--- config.mk ---
export PLATFORM = sky130hd
export DESIGN_NAME = rfc_flow_ctrl
export DESIGN_NICKNAME = d
export VERILOG_FILES = /design/src/rtl/rfc_pkg.sv /design/src/rtl/rfc_flow_ctrl.sv /design/src/rtl/rfc_tick_div.sv /design/src/rtl/rfc_jam_timer.sv
export SDC_FILE = /design/constraint.sdc
export NUM_CORES = 1
export LEC_CHECK = 0
export BUFFER_PORTS_ARGS = -buffer_cell sky130_fd_sc_hd__buf_4
export CAP_MARGIN = 20
export CORE_ASPECT_RATIO = 0.75
export CORE_UTILIZATION = 49
export DETAILED_ROUTE_END_ITERATION = 10
export PLACE_DENSITY_LB_ADDON = 0.25
export SYNTH_ARGS = -nofsm -noshare
export SYNTH_HDL_FRONTEND = slang
export SYNTH_SLANG_ARGS = --single-unit
--- constraint.sdc ---
create_clock -name core_clk -period 13.1 [get_ports core_clk]
set_input_delay 3.275 -clock core_clk [delete_from_list [all_inputs] [get_ports core_clk]]
set_output_delay 3.275 -clock core_clk [all_outputs]
set_load 0.05 [all_outputs]
--- src/rtl/rfc_pkg.sv ---
// Function
// A self-started jam stays on for the time picked by config bits 7:4.
// The jam duration field does nothing while the link runs full duplex.
// Multicast trigger bit 3 jams a multicast frame once the level is hit.
// Broadcast trigger bit 2 jams a broadcast frame once the level is hit.
// Own-address trigger bit 1 jams a frame for this station at the level.
// Any-frame bit 0 jams or pauses on any frame and enables full duplex.
// Half duplex any-frame mode skips address decode and jams on preamble.
// Full duplex any-frame mode asks the MAC for a pause at once.
// The any-frame bit overrides the multicast, broadcast and address bits.
// Durations are 5,10,15,25 us then 50 us steps, plus 2.2 us at 10 Mbps.
// Software keeps the low threshold strictly below the high threshold.
// The high threshold in 64-byte units triggers, one pause per crossing.
// Falling below the low level sends a zero pause only after a pause.
// No pause request and no jam while the transmitter is disabled. A pause request already pending stays up until pause_ack.
package rfc_pkg;

	localparam int unsigned CLK_PERIOD_NS = 4;
	localparam int unsigned TICK_NS       = 100;
	localparam int unsigned TICK_CYCLES   = TICK_NS / CLK_PERIOD_NS;

	localparam int unsigned ADDR_W     = 8;
	localparam int unsigned DATA_W     = 32;
	localparam int unsigned UNIT_SHIFT = 6;
	localparam int unsigned DUR_W      = 13;

	localparam logic [7:0]  ADDR_CFG  = 8'hAC;
	localparam logic [7:0]  ADDR_STAT = 8'hC0;
	localparam logic [31:0] CFG_RESET = 32'h0000_0000;
	localparam logic [31:0] CFG_WMASK = 32'h00FF_FFFF;

	// Durations in 0.1 us ticks
	localparam logic [12:0] DUR_C0    = 13'h0032;
	localparam logic [12:0] DUR_C1    = 13'h0064;
	localparam logic [12:0] DUR_C2    = 13'h0096;
	localparam logic [12:0] DUR_C3    = 13'h00FA;
	localparam logic [12:0] DUR_STEP  = 13'h01F4;
	localparam logic [12:0] EXTRA_10M = 13'h0016;
	localparam logic [3:0]  STEP_BASE = 4'h3;

	typedef struct packed {
		logic [7:0] rsvd;
		logic [7:0] hi_thr;
		logic [7:0] lo_thr;
		logic [3:0] dur_code;
		logic       trg_mcast;
		logic       trg_bcast;
		logic       trg_own;
		logic       trg_any;
	} rfc_cfg_t;

	typedef struct packed {
		logic [15:0] rsvd;
		logic [7:0]  level_units;
		logic [2:0]  rsvd2;
		logic        pause_pending;
		logic        below_lo;
		logic        above_hi;
		logic        paused;
		logic        jam;
	} rfc_stat_t;

	typedef struct packed {
		logic preamble;
		logic da_valid;
		logic mcast;
		logic bcast;
		logic own;
	} rfc_rx_evt_t;

	typedef enum logic [0:0] {
		FC_IDLE   = 1'b0,
		FC_PAUSED = 1'b1
	} rfc_fc_state_t;

	function automatic logic [12:0] rfc_dur_ticks(
		input logic [3:0] code,
		input logic       fast
	);
		logic [12:0] base;
		base = '0;
		unique case (code)
			4'h0: base = DUR_C0;
			4'h1: base = DUR_C1;
			4'h2: base = DUR_C2;
			4'h3: base = DUR_C3;
			default: base = DUR_STEP * 13'(code - STEP_BASE);
		endcase
		return fast ? base : base + EXTRA_10M;
	endfunction

endpackage

--- src/rtl/rfc_flow_ctrl.sv ---
// Added by the designer: the plain strobed port and the placing of the registers.
`timescale 1ns/1ps
module rfc_flow_ctrl #(
	parameter int unsigned LVL_W       = 14,
	parameter int unsigned TICK_CYCLES = rfc_pkg::TICK_CYCLES
) (
	// Clock and reset
	input  wire logic                 core_clk,
	input  wire logic                 rst,
	// Register port
	input  wire logic [7:0]           reg_addr,
	input  wire logic [31:0]          reg_wdata,
	input  wire logic                 reg_wr,
	input  wire logic                 reg_rd,
	output logic [31:0]               reg_rdata,
	// MAC link state
	input  wire logic                 full_duplex,
	input  wire logic                 speed_100,
	input  wire logic                 tx_enabled,
	// Receive side
	input  wire logic [LVL_W-1:0]     rx_fifo_level,
	input  wire rfc_pkg::rfc_rx_evt_t rx_evt,
	// Flow control requests
	output logic                      jam_req,
	output logic                      pause_req,
	output logic                      pause_zero,
	input  wire logic                 pause_ack
);
	import rfc_pkg::*;

	////////////////////////////////////////////////////////////////
	// Configuration register and read port

	rfc_cfg_t      cfg_q;
	rfc_stat_t     stat;
	rfc_fc_state_t state_q;
	logic [31:0]   rdata_q;
	logic [LVL_W-UNIT_SHIFT-1:0] units;
	logic          above_hi;
	logic          below_lo;
	logic          jam_busy;
	logic          jam_start;
	logic          jam_abort;
	logic          tick;
	logic [12:0]   load_ticks;
	logic          hd_match;
	logic          issue_hi;
	logic          issue_zero;
	logic          pause_req_q;
	logic          pause_zero_q;

	always_ff @(posedge core_clk or posedge rst) begin
		if (rst) begin
			cfg_q <= CFG_RESET;
		end else if (reg_wr && reg_addr == ADDR_CFG) begin
			cfg_q <= reg_wdata & CFG_WMASK;
		end
	end

	always_comb begin
		stat               = '0;
		stat.level_units   = 8'(units);
		stat.pause_pending = pause_req_q;
		stat.below_lo      = below_lo;
		stat.above_hi      = above_hi;
		stat.paused        = (state_q == FC_PAUSED);
		stat.jam           = jam_busy;
	end

	always_ff @(posedge core_clk or posedge rst) begin
		if (rst) begin
			rdata_q <= '0;
		end else if (reg_rd) begin
			unique case (reg_addr)
				ADDR_CFG:  rdata_q <= cfg_q;
				ADDR_STAT: rdata_q <= stat;
				default:   rdata_q <= '0;
			endcase
		end else begin
			rdata_q <= '0;
		end
	end

	assign reg_rdata = rdata_q;

	////////////////////////////////////////////////////////////////
	// FIFO level compare in 64-byte units

	assign units = rx_fifo_level[LVL_W-1:UNIT_SHIFT];

	// Trigger level
	assign above_hi = ({8'h00, units} >= {8'h00, cfg_q.hi_thr});
	// Release level, relies on low set below high
	assign below_lo = ({8'h00, units} < {8'h00, cfg_q.lo_thr});

	////////////////////////////////////////////////////////////////
	// Half duplex back pressure

	// Address-based triggers, masked by any-frame mode
	assign hd_match = !cfg_q.trg_any && rx_evt.da_valid &&
		((cfg_q.trg_mcast && rx_evt.mcast) ||
		 (cfg_q.trg_bcast && rx_evt.bcast) ||
		 (cfg_q.trg_own && rx_evt.own));

	// Any-frame mode jams on preamble, no decode
	assign jam_start = !full_duplex && tx_enabled && above_hi &&
		!jam_busy &&
		((cfg_q.trg_any && rx_evt.preamble) || hd_match);

	// Stop jam in full duplex or with tx off
	assign jam_abort = full_duplex || !tx_enabled;

	// Duration table lookup
	assign load_ticks = rfc_dur_ticks(cfg_q.dur_code, speed_100);

	rfc_tick_div #(
		.CYCLES (TICK_CYCLES)
	) u_div (
		.core_clk (core_clk),
		.rst      (rst),
		.clr      (jam_start),
		.tick     (tick)
	);

	// Hold jam for the programmed time
	rfc_jam_timer u_timer (
		.core_clk (core_clk),
		.rst      (rst),
		.load     (jam_start),
		.ticks    (load_ticks),
		.abort    (jam_abort),
		.tick     (tick),
		.busy_q   (jam_busy)
	);

	assign jam_req = jam_busy;

	////////////////////////////////////////////////////////////////
	// Full duplex pause requests

	// Pause at once on reaching the level
	assign issue_hi = full_duplex && cfg_q.trg_any && tx_enabled &&
		!pause_req_q && state_q == FC_IDLE && above_hi;

	// Zero pause only after a pause went out
	assign issue_zero = full_duplex && cfg_q.trg_any && tx_enabled &&
		!pause_req_q && state_q == FC_PAUSED && below_lo;

	// One pause per crossing of the high level
	always_ff @(posedge core_clk or posedge rst) begin
		if (rst) begin
			state_q <= FC_IDLE;
		end else begin
			unique case (state_q)
				FC_IDLE: begin
					if (issue_hi) begin
						state_q <= FC_PAUSED;
					end
				end
				FC_PAUSED: begin
					if (issue_zero || !full_duplex ||
						!cfg_q.trg_any) begin
						state_q <= FC_IDLE;
					end
				end
			endcase
		end
	end

	// Request held until the MAC takes it
	always_ff @(posedge core_clk or posedge rst) begin
		if (rst) begin
			pause_req_q  <= 1'b0;
			pause_zero_q <= 1'b0;
		end else if (issue_hi || issue_zero) begin
			pause_req_q  <= 1'b1;
			pause_zero_q <= issue_zero;
		end else if (pause_ack) begin
			pause_req_q  <= 1'b0;
			pause_zero_q <= 1'b0;
		end
	end

	assign pause_req  = pause_req_q;
	assign pause_zero = pause_zero_q;

	////////////////////////////////////////////////////////////////
	// Checks

	logic [31:0] jam_len_q;
	logic [31:0] jam_exp_q;

	always_ff @(posedge core_clk or posedge rst) begin
		if (rst) begin
			jam_len_q <= '0;
			jam_exp_q <= '0;
		end else if (jam_start) begin
			jam_len_q <= '0;
			jam_exp_q <= 32'(load_ticks) * TICK_CYCLES;
		end else if (jam_busy) begin
			jam_len_q <= jam_len_q + 32'h1;
		end
	end
endmodule // rfc_flow_ctrl

--- src/rtl/rfc_tick_div.sv ---
`timescale 1ns/1ps
module rfc_tick_div #(
	parameter int unsigned CYCLES = rfc_pkg::TICK_CYCLES
) (
	// Clock and reset
	input  wire logic core_clk,
	input  wire logic rst,
	// Control
	input  wire logic clr,
	output logic      tick
);
	import rfc_pkg::*;

	logic [31:0] cnt_q;

	assign tick = (cnt_q == CYCLES - 1);

	always_ff @(posedge core_clk or posedge rst) begin
		if (rst) begin
			cnt_q <= '0;
		end else if (clr || tick) begin
			cnt_q <= '0;
		end else begin
			cnt_q <= cnt_q + 32'h1;
		end
	end

endmodule // rfc_tick_div

--- src/rtl/rfc_jam_timer.sv ---
`timescale 1ns/1ps
module rfc_jam_timer (
	// Clock and reset
	input  wire logic        core_clk,
	input  wire logic        rst,
	// Control
	input  wire logic        load,
	input  wire logic [12:0] ticks,
	input  wire logic        abort,
	input  wire logic        tick,
	// State
	output logic             busy_q
);
	import rfc_pkg::*;

	logic [12:0] cnt_q;

	always_ff @(posedge core_clk or posedge rst) begin
		if (rst) begin
			cnt_q  <= '0;
			busy_q <= 1'b0;
		end else if (abort) begin
			busy_q <= 1'b0;
		end else if (load) begin
			cnt_q  <= ticks;
			busy_q <= 1'b1;
		end else if (busy_q && tick) begin
			cnt_q  <= cnt_q - 13'h1;
			busy_q <= (cnt_q != 13'h1);
		end
	end

endmodule // rfc_jam_timer

==> reports/metrics.yaml, run 1 <==
run_status:
  status: "completed"
worst_setup_path:
  r2r_start: "cfg_q[4]"
  worstPathMaxFanout: 25
  crit_path_start_kind: "input pin"
  critPathKind: "input pin to flip-flop"
  reg2reg_depth: 16
  cp-endpoint: "u_div.cnt_q[28]"
  cp_data_required_time_ps: 13330
  worst_setup_path_end_kind: "flip-flop"
  cp-startpoint: "rx_fifo_level[6]"
  r2r_setup_slack_ps: 8360
  r2r-end: "u_timer.cnt_q[10]"
  crit_arrival_ps: 5820
synthesis:
  yosysMostFrequentCell: "dfrtp_1"
  synth_compound_area_share_pct: 7.842
  netlist_top_cells_area: "dfrtp_1 (42%), ha_1 (10%), xor2_1 (5.0%)"
  synth_cell_types: 57
  ys_seq_area_share_pct: 42.38
  synthMuxAreaShare_pct: 5.439
  yosysWarnings: 0
  yosys.area.top_type: "dfrtp_1"
  synth_top_area_share_pct: 42.38
  syn_area_mm2: 0.005728
  synth-simple-area-share_pct: 16.82
  synth_xor_area_share_pct: 9.480
  synthAdderAreaFrac_pct: 12.49
  synth_top_family_by_area: "simple AND/OR/NAND/NOR gates"
  async_flop_share_pct: 100.0
  syn_inst: 564
  synth_area_per_cell_um2: 10.16
  synth_edf_count: 0
  synth_top_flop_cell: "dfrtp_1"
  synth-seq-cells: 97
  synthTopCellsByCount: "dfrtp_1 (97), inv_1 (48), nor2_1 (48), ha_1 (46), nand2_1 (34)"
grt:
  overflow: 0
  track_usage_pct: 20.80
  grtUsageMet2_pct: 32.14
  globalRouteMet1Util_pct: 28.75
  grt_max_degree: 59
  grt_pass1_vias: 4044
  antenna_found_initial: 0
  grt_pass1_wl_um: 19620
  grt_busiest_layer: "met2"
  grt.met3_usage_pct: 6.004
placed_design:
  dpl-instance-area_mm2: 0.006425
  port_buffers: 79
  gp_congestion: 0.8317
  dp.cells: 768
  dpl.hpwl_um: 8820
floorplanning:
  num_rows: 33
  initial_core_util_pct: 51.38
  die_w_um: 126.8
  core_mm2: 0.01115
  die_h_um: 95.64
  ioPinCount: 102
  dieArea_mm2: 0.01213
timing:
  period_share_pct: 42.68
  slew_headroom_pct: 42.78
  hold_viol_final: 0
  finalSetupViolCount: 0
  rsz0062_at_grt: "no"
  setup_tns_ps: 0
  finClkSkew_ps: 7.686
  fmax_mhz: 178.8
  final_max_slew_viol_count: 0
  worstMarginPinSlew_ps: 850.4
  post-route-min-period_ps: 5592
detailed_routing:
  drt_iter0_drc: 191
  vias_per_cell: 5.403
  drt_wl_total_um: 11880
  wl_per_cell_um: 15.15
  vias: 4236
  drc: 0
  final_antenna_net_count: 0
  first_pass_iters: 5
clock_network:
  cts_tree: "yes"
  root_buffer: "clkbuf_16"
  htreeDepth: 3
  post_cts_resized: 0
  cts_sinks: 97
  holdBufCountCts: 0
  clock_latency_ps: 350
  cts_made_buffers: 9
  post_cts_buffers: 0
  clk_pin_slew_ps: 70
  clock_path_buffers: 2
power:
  vdd_ir_drop_max_uv: 84.97
  power_frac_seq_pct: 38.0
  p_int_mw: 0.6197
  p_comb_share_pct: 29.9
  switching_share_pct: 32.30
  p_clk_share_pct: 32.1
  p_per_area_mw_per_mm2: 135.4
  leakagePower_nw: 3.356
  p_switching_mw: 0.2957
layout:
  layout-drive-gt1-share_pct: 20.50
  fin_nets: 759
  n_fill_cell: 911
  area_growth_pct: 18.04
  final_cells: 784
  regArea_mm2: 0.002427
  multi_input_area_mm2: 0.003017
  final_core_util_pct: 60.65
  diodes: 0
  fin_area_mm2: 0.006761
worst_hold_path:
  holdCritStartpoint: "u_div.cnt_q[0]"
  hold_class: "flip-flop to flip-flop"
flow_run:
  max-cap-violations: 0
stage by stage:
stage | power, mW | worst slack (ps) | hold slack (ps)
2_1_floorplan | 0.5571 | 7291 | 454.7
5_1_grt | 0.9697 | 7319 | 524.4
3_5_place_dp | 0.6260 | 7130 | 483.6
3_3_place_gp | 0.6108 | 7081 | 477.5
4_1_cts | 0.9218 | 7478 | 493.8
6_report | 0.9153 | 7508 | 487.5
logic make-up after synthesis:
| family | after synthesis |
|---|---|
| muxes | 28 |
| other | 1 |
| xor gates and xnor gates | 62 |
| adders and majority gates | 53 |
| AOI/OAI and AO/OA | 69 |
| buffers and inverters | 73 |
| DFF | 97 |
| and+or+nand+nor | 181 |
layout make-up:
cell class | instances | share of cell area, %
Sequential cell | 97 | 35.90
Tap cell | 140 | 2.591
Clock buffer | 9 | 3.331
Timing Repair Buffer | 82 | 9.215
Inverter | 48 | 2.702
Clock inverter | 7 | 1.647
Multi-Input combinational cell | 401 | 44.62
critical path, cell delays in order:
cell	delay, ps
buf_4	70
inv_1	50
ha_1	280
nor2b_1	40
o21ai_0	200
a41oi_1	200
or4_1	930
o21ai_2	440
buf_8	240
nor2_1	70
registers in the layout (all words and copies together), names as in the netlist:
| name | flops |
|---|---|
| reg_rdata | 24 |
| u_timer.cnt_q | 13 |
| cfg_q | 24 |
| pause_zero | 1 |
| pause_req | 1 |
| u_div.cnt_q | 32 |
| state_q | 1 |
| u_timer.busy_q | 1 |
routing by layer:
layer  up-vias  part of all wire, %
met5         -                    0
met2       100                   45
met1      2048                   49
li1       2077                    -
met4         0                  1.1
met3        11                  5.4
power groups by stage:
stage,sequential [mW],combinational [mW],clock (mW)
2_1_floorplan,0.346,0.211,0
3_3_place_gp,0.351,0.260,0
3_5_place_dp,0.352,0.274,0
4_1_cts,0.347,0.275,0.300
5_1_grt,0.351,0.307,0.312
6_report,0.348,0.274,0.294
layout by cell type (no fill, tap or decap), drive strengths merged, types with 19 or more instances in the layout:
master / count
mux2: 25
xor2: 33
ha: 46
a21oi: 19
inv: 51
dfrtp: 97
buf: 82
nor2: 48
nand2: 34
xnor2: 29
how the worst min path moves through the flow:
stage                           to  cells past startpoint
detailed placement  u_div.cnt_q[0]                      1
finish              u_div.cnt_q[0]                      1
global route        u_div.cnt_q[0]                      1
floorplan           u_div.cnt_q[0]                      1
CTS                 u_div.cnt_q[0]                      1
global placement    u_div.cnt_q[0]                      1
No activity file was read; power rests on OpenSTA's default activity.
==> run 2: changes to the inputs <==
==> constraint.sdc (replaced) <==
create_clock -name core_clk -period 5.2 [get_ports core_clk]
set_input_delay 1.3 -clock core_clk [delete_from_list [all_inputs] [get_ports core_clk]]
set_output_delay 1.3 -clock core_clk [all_outputs]
set_load 0.05 [all_outputs]
==> run 2 against run 1 <==
Net effect:
- via count rose by 0.12%
- clock power grew to 2.6 times the previous value
- flip-flop and latch count unchanged
- sequential power increased to 2.5 times the previous value
- wire length grew 0.58%
- largest power group unchanged
- hold slack improved by 1.2 ps
- cell area rose by 0.35%
- global-route usage increased by 0.62 points
- worst setup slack worse by 6900 ps
- final cell count unchanged
- die area unchanged
==> reports/metrics.yaml, run 2 (same netlist as run 1, synthesis figures left out) <==
run_status:
  status: "completed"
power:
  vdd_ir_drop_max_uv: 229.8
  leakagePower_nw: 3.363
  p_per_area_mw_per_mm2: 340.1
detailed_routing:
  drc: 0
  wl_per_cell_um: 15.24
  drt_iter0_drc: 179
  vias: 4241
  first_pass_iters: 4
  drt_wl_total_um: 11950
  vias_per_cell: 5.409
  final_antenna_net_count: 0
floorplanning:
  initial_core_util_pct: 51.38
  die_h_um: 95.64
  die_w_um: 126.8
  ioPinCount: 102
  core_mm2: 0.01115
  num_rows: 33
  dieArea_mm2: 0.01213
timing:
  rsz0062_at_grt: "no"
  slew_headroom_pct: 39.16
  hold_viol_final: 0
  final_max_slew_viol_count: 0
  setup_tns_ps: 0
  finalSetupViolCount: 0
  worstMarginPinSlew_ps: 912.6
  period_share_pct: 88.31
  post-route-min-period_ps: 4592
  finClkSkew_ps: 13.15
  hold-worst-slack_ps: 488.7
  fmax_mhz: 217.8
placed_design:
  gp_congestion: 0.8553
  port_buffers: 79
  dpl.hpwl_um: 8834
  dp.cells: 769
layout:
  layout-drive-gt1-share_pct: 20.50
  final_cells: 784
  largest_reg_flops: 32
  regMostFlops: "u_div.cnt_q"
  area_growth_pct: 18.46
  mostFrequentLayoutCells: "dfrtp_1 (97), buf_4 (82), nor2_1 (48)"
  fin_nets: 760
  diodes: 0
  mostFrequentLayoutCell: "dfrtp_1"
grt:
  grt_pass1_wl_um: 20270
  track_usage_pct: 21.41
  antenna_found_initial: 0
  grt_max_degree: 59
  overflow: 0
  grt_pass1_vias: 4247
clock_network:
  clk_pin_slew_ps: 70
  root_buffer: "clkbuf_16"
  htreeDepth: 3
  clock_path_buffers: 2
  post_cts_buffers: 0
  post_cts_resized: 0
  clock_latency_ps: 340
  holdBufCountCts: 0
  cts_tree: "yes"
  cts_sinks: 97
  cts_made_buffers: 9
worst_setup_path:
  worst_setup_path_end_kind: "flip-flop"
  cp_data_required_time_ps: 5450
  worstPathMaxFanout: 9
  critPathKind: "flip-flop to flip-flop"
  crit_arrival_ps: 4840
  crit_path_start_kind: "flip-flop"
worst_hold_path:
  hold_class: "flip-flop to flip-flop"
flow_run:
  max-cap-violations: 0
[run 2: changes by cell type in the layout (fill, tap and decap cells not counted), sizes merged]
cell	delta
bufinv	+1
inv	-2
clkinv	-1
buf	+1
clkinvlp	+1
[run 2: area by class of cell]
type / instances / area (µm²)
inverter: 48 / 182.7
clock buffer: 9 / 225.2
fill: 920 / 4363
timing repair buffer: 83 / 643.1
tap: 140 / 175.2
sequential: 97 / 2427
multi-input combinational: 401 / 3017
clock inverter: 6 / 115.1
[run 2: power breakdown]
part | switching [mW] | internal [mW] | leakage [nW]
registers | 0.0644 | 0.811 | 1.33
logic | 0.355 | 0.318 | 1.87
clock network | 0.289 | 0.470 | 0.162
total | 0.709 | 1.60 | 3.36
[run 2: final timing paths]
| check | cells past startpoint | start | slack [ps] | end |
|---|---|---|---|---|
| worst max register to register | 15 | cfg_q[4] | 610 | u_timer.cnt_q[10] |
| max in group asynchronous | 3 | rst | 3140 | reg_rdata[21] |
| worst max-delay path | 15 | cfg_q[4] | 610 | u_timer.cnt_q[10] |
| min in group asynchronous | 2 | rst | 1090 | u_div.cnt_q[6] |
| worst min register to register | 1 | u_div.cnt_q[0] | 490 | u_div.cnt_q[0] |
| worst min-delay path | 1 | u_div.cnt_q[0] | 490 | u_div.cnt_q[0] |
[run 2: metal layers]
| metal | vias up | share of wire, % | GRT usage, % |
|---|---|---|---|
| met2 | 99 | 45 | 34.34 |
| li1 | 2077 | - | - |
| met1 | 2044 | 48 | 28.55 |
| met3 | 21 | 5.4 | 5.556 |
| met4 | 0 | 1.8 | 6.845 |
| met5 | - | 0 | 0 |
[run 2: worst max-delay path, stage by stage, from the launching register on]
cell and delay [ps]:
dfrtp_1 480, ha_1 340, xnor2_1 460, inv_1 120
fa_1 520, inv_1 40, ha_1 300, fa_1 550
inv_1 60, fa_1 490, inv_1 40, ha_1 330
xnor2_1 270, nand3_1 140, xnor2_1 170, o31ai_1 180
[run 2: metrics by stage]
| step | power [mW] | setup slack, ps | utilization, % | cell area (µm²) |
|---|---|---|---|---|
| 2_1_floorplan | 1.404 | 934.2 | - | 5754 |
| 3_3_place_gp | 1.530 | 683.0 | 57.56 | 6417 |
| 3_5_place_dp | 1.561 | 577.8 | 57.81 | 6445 |
| 4_1_cts | 2.323 | 600.1 | 60.86 | 6785 |
| 5_1_grt | 2.451 | 284.3 | 60.86 | 6785 |
| 6_report | 2.308 | 607.7 | 60.86 | 6785 |
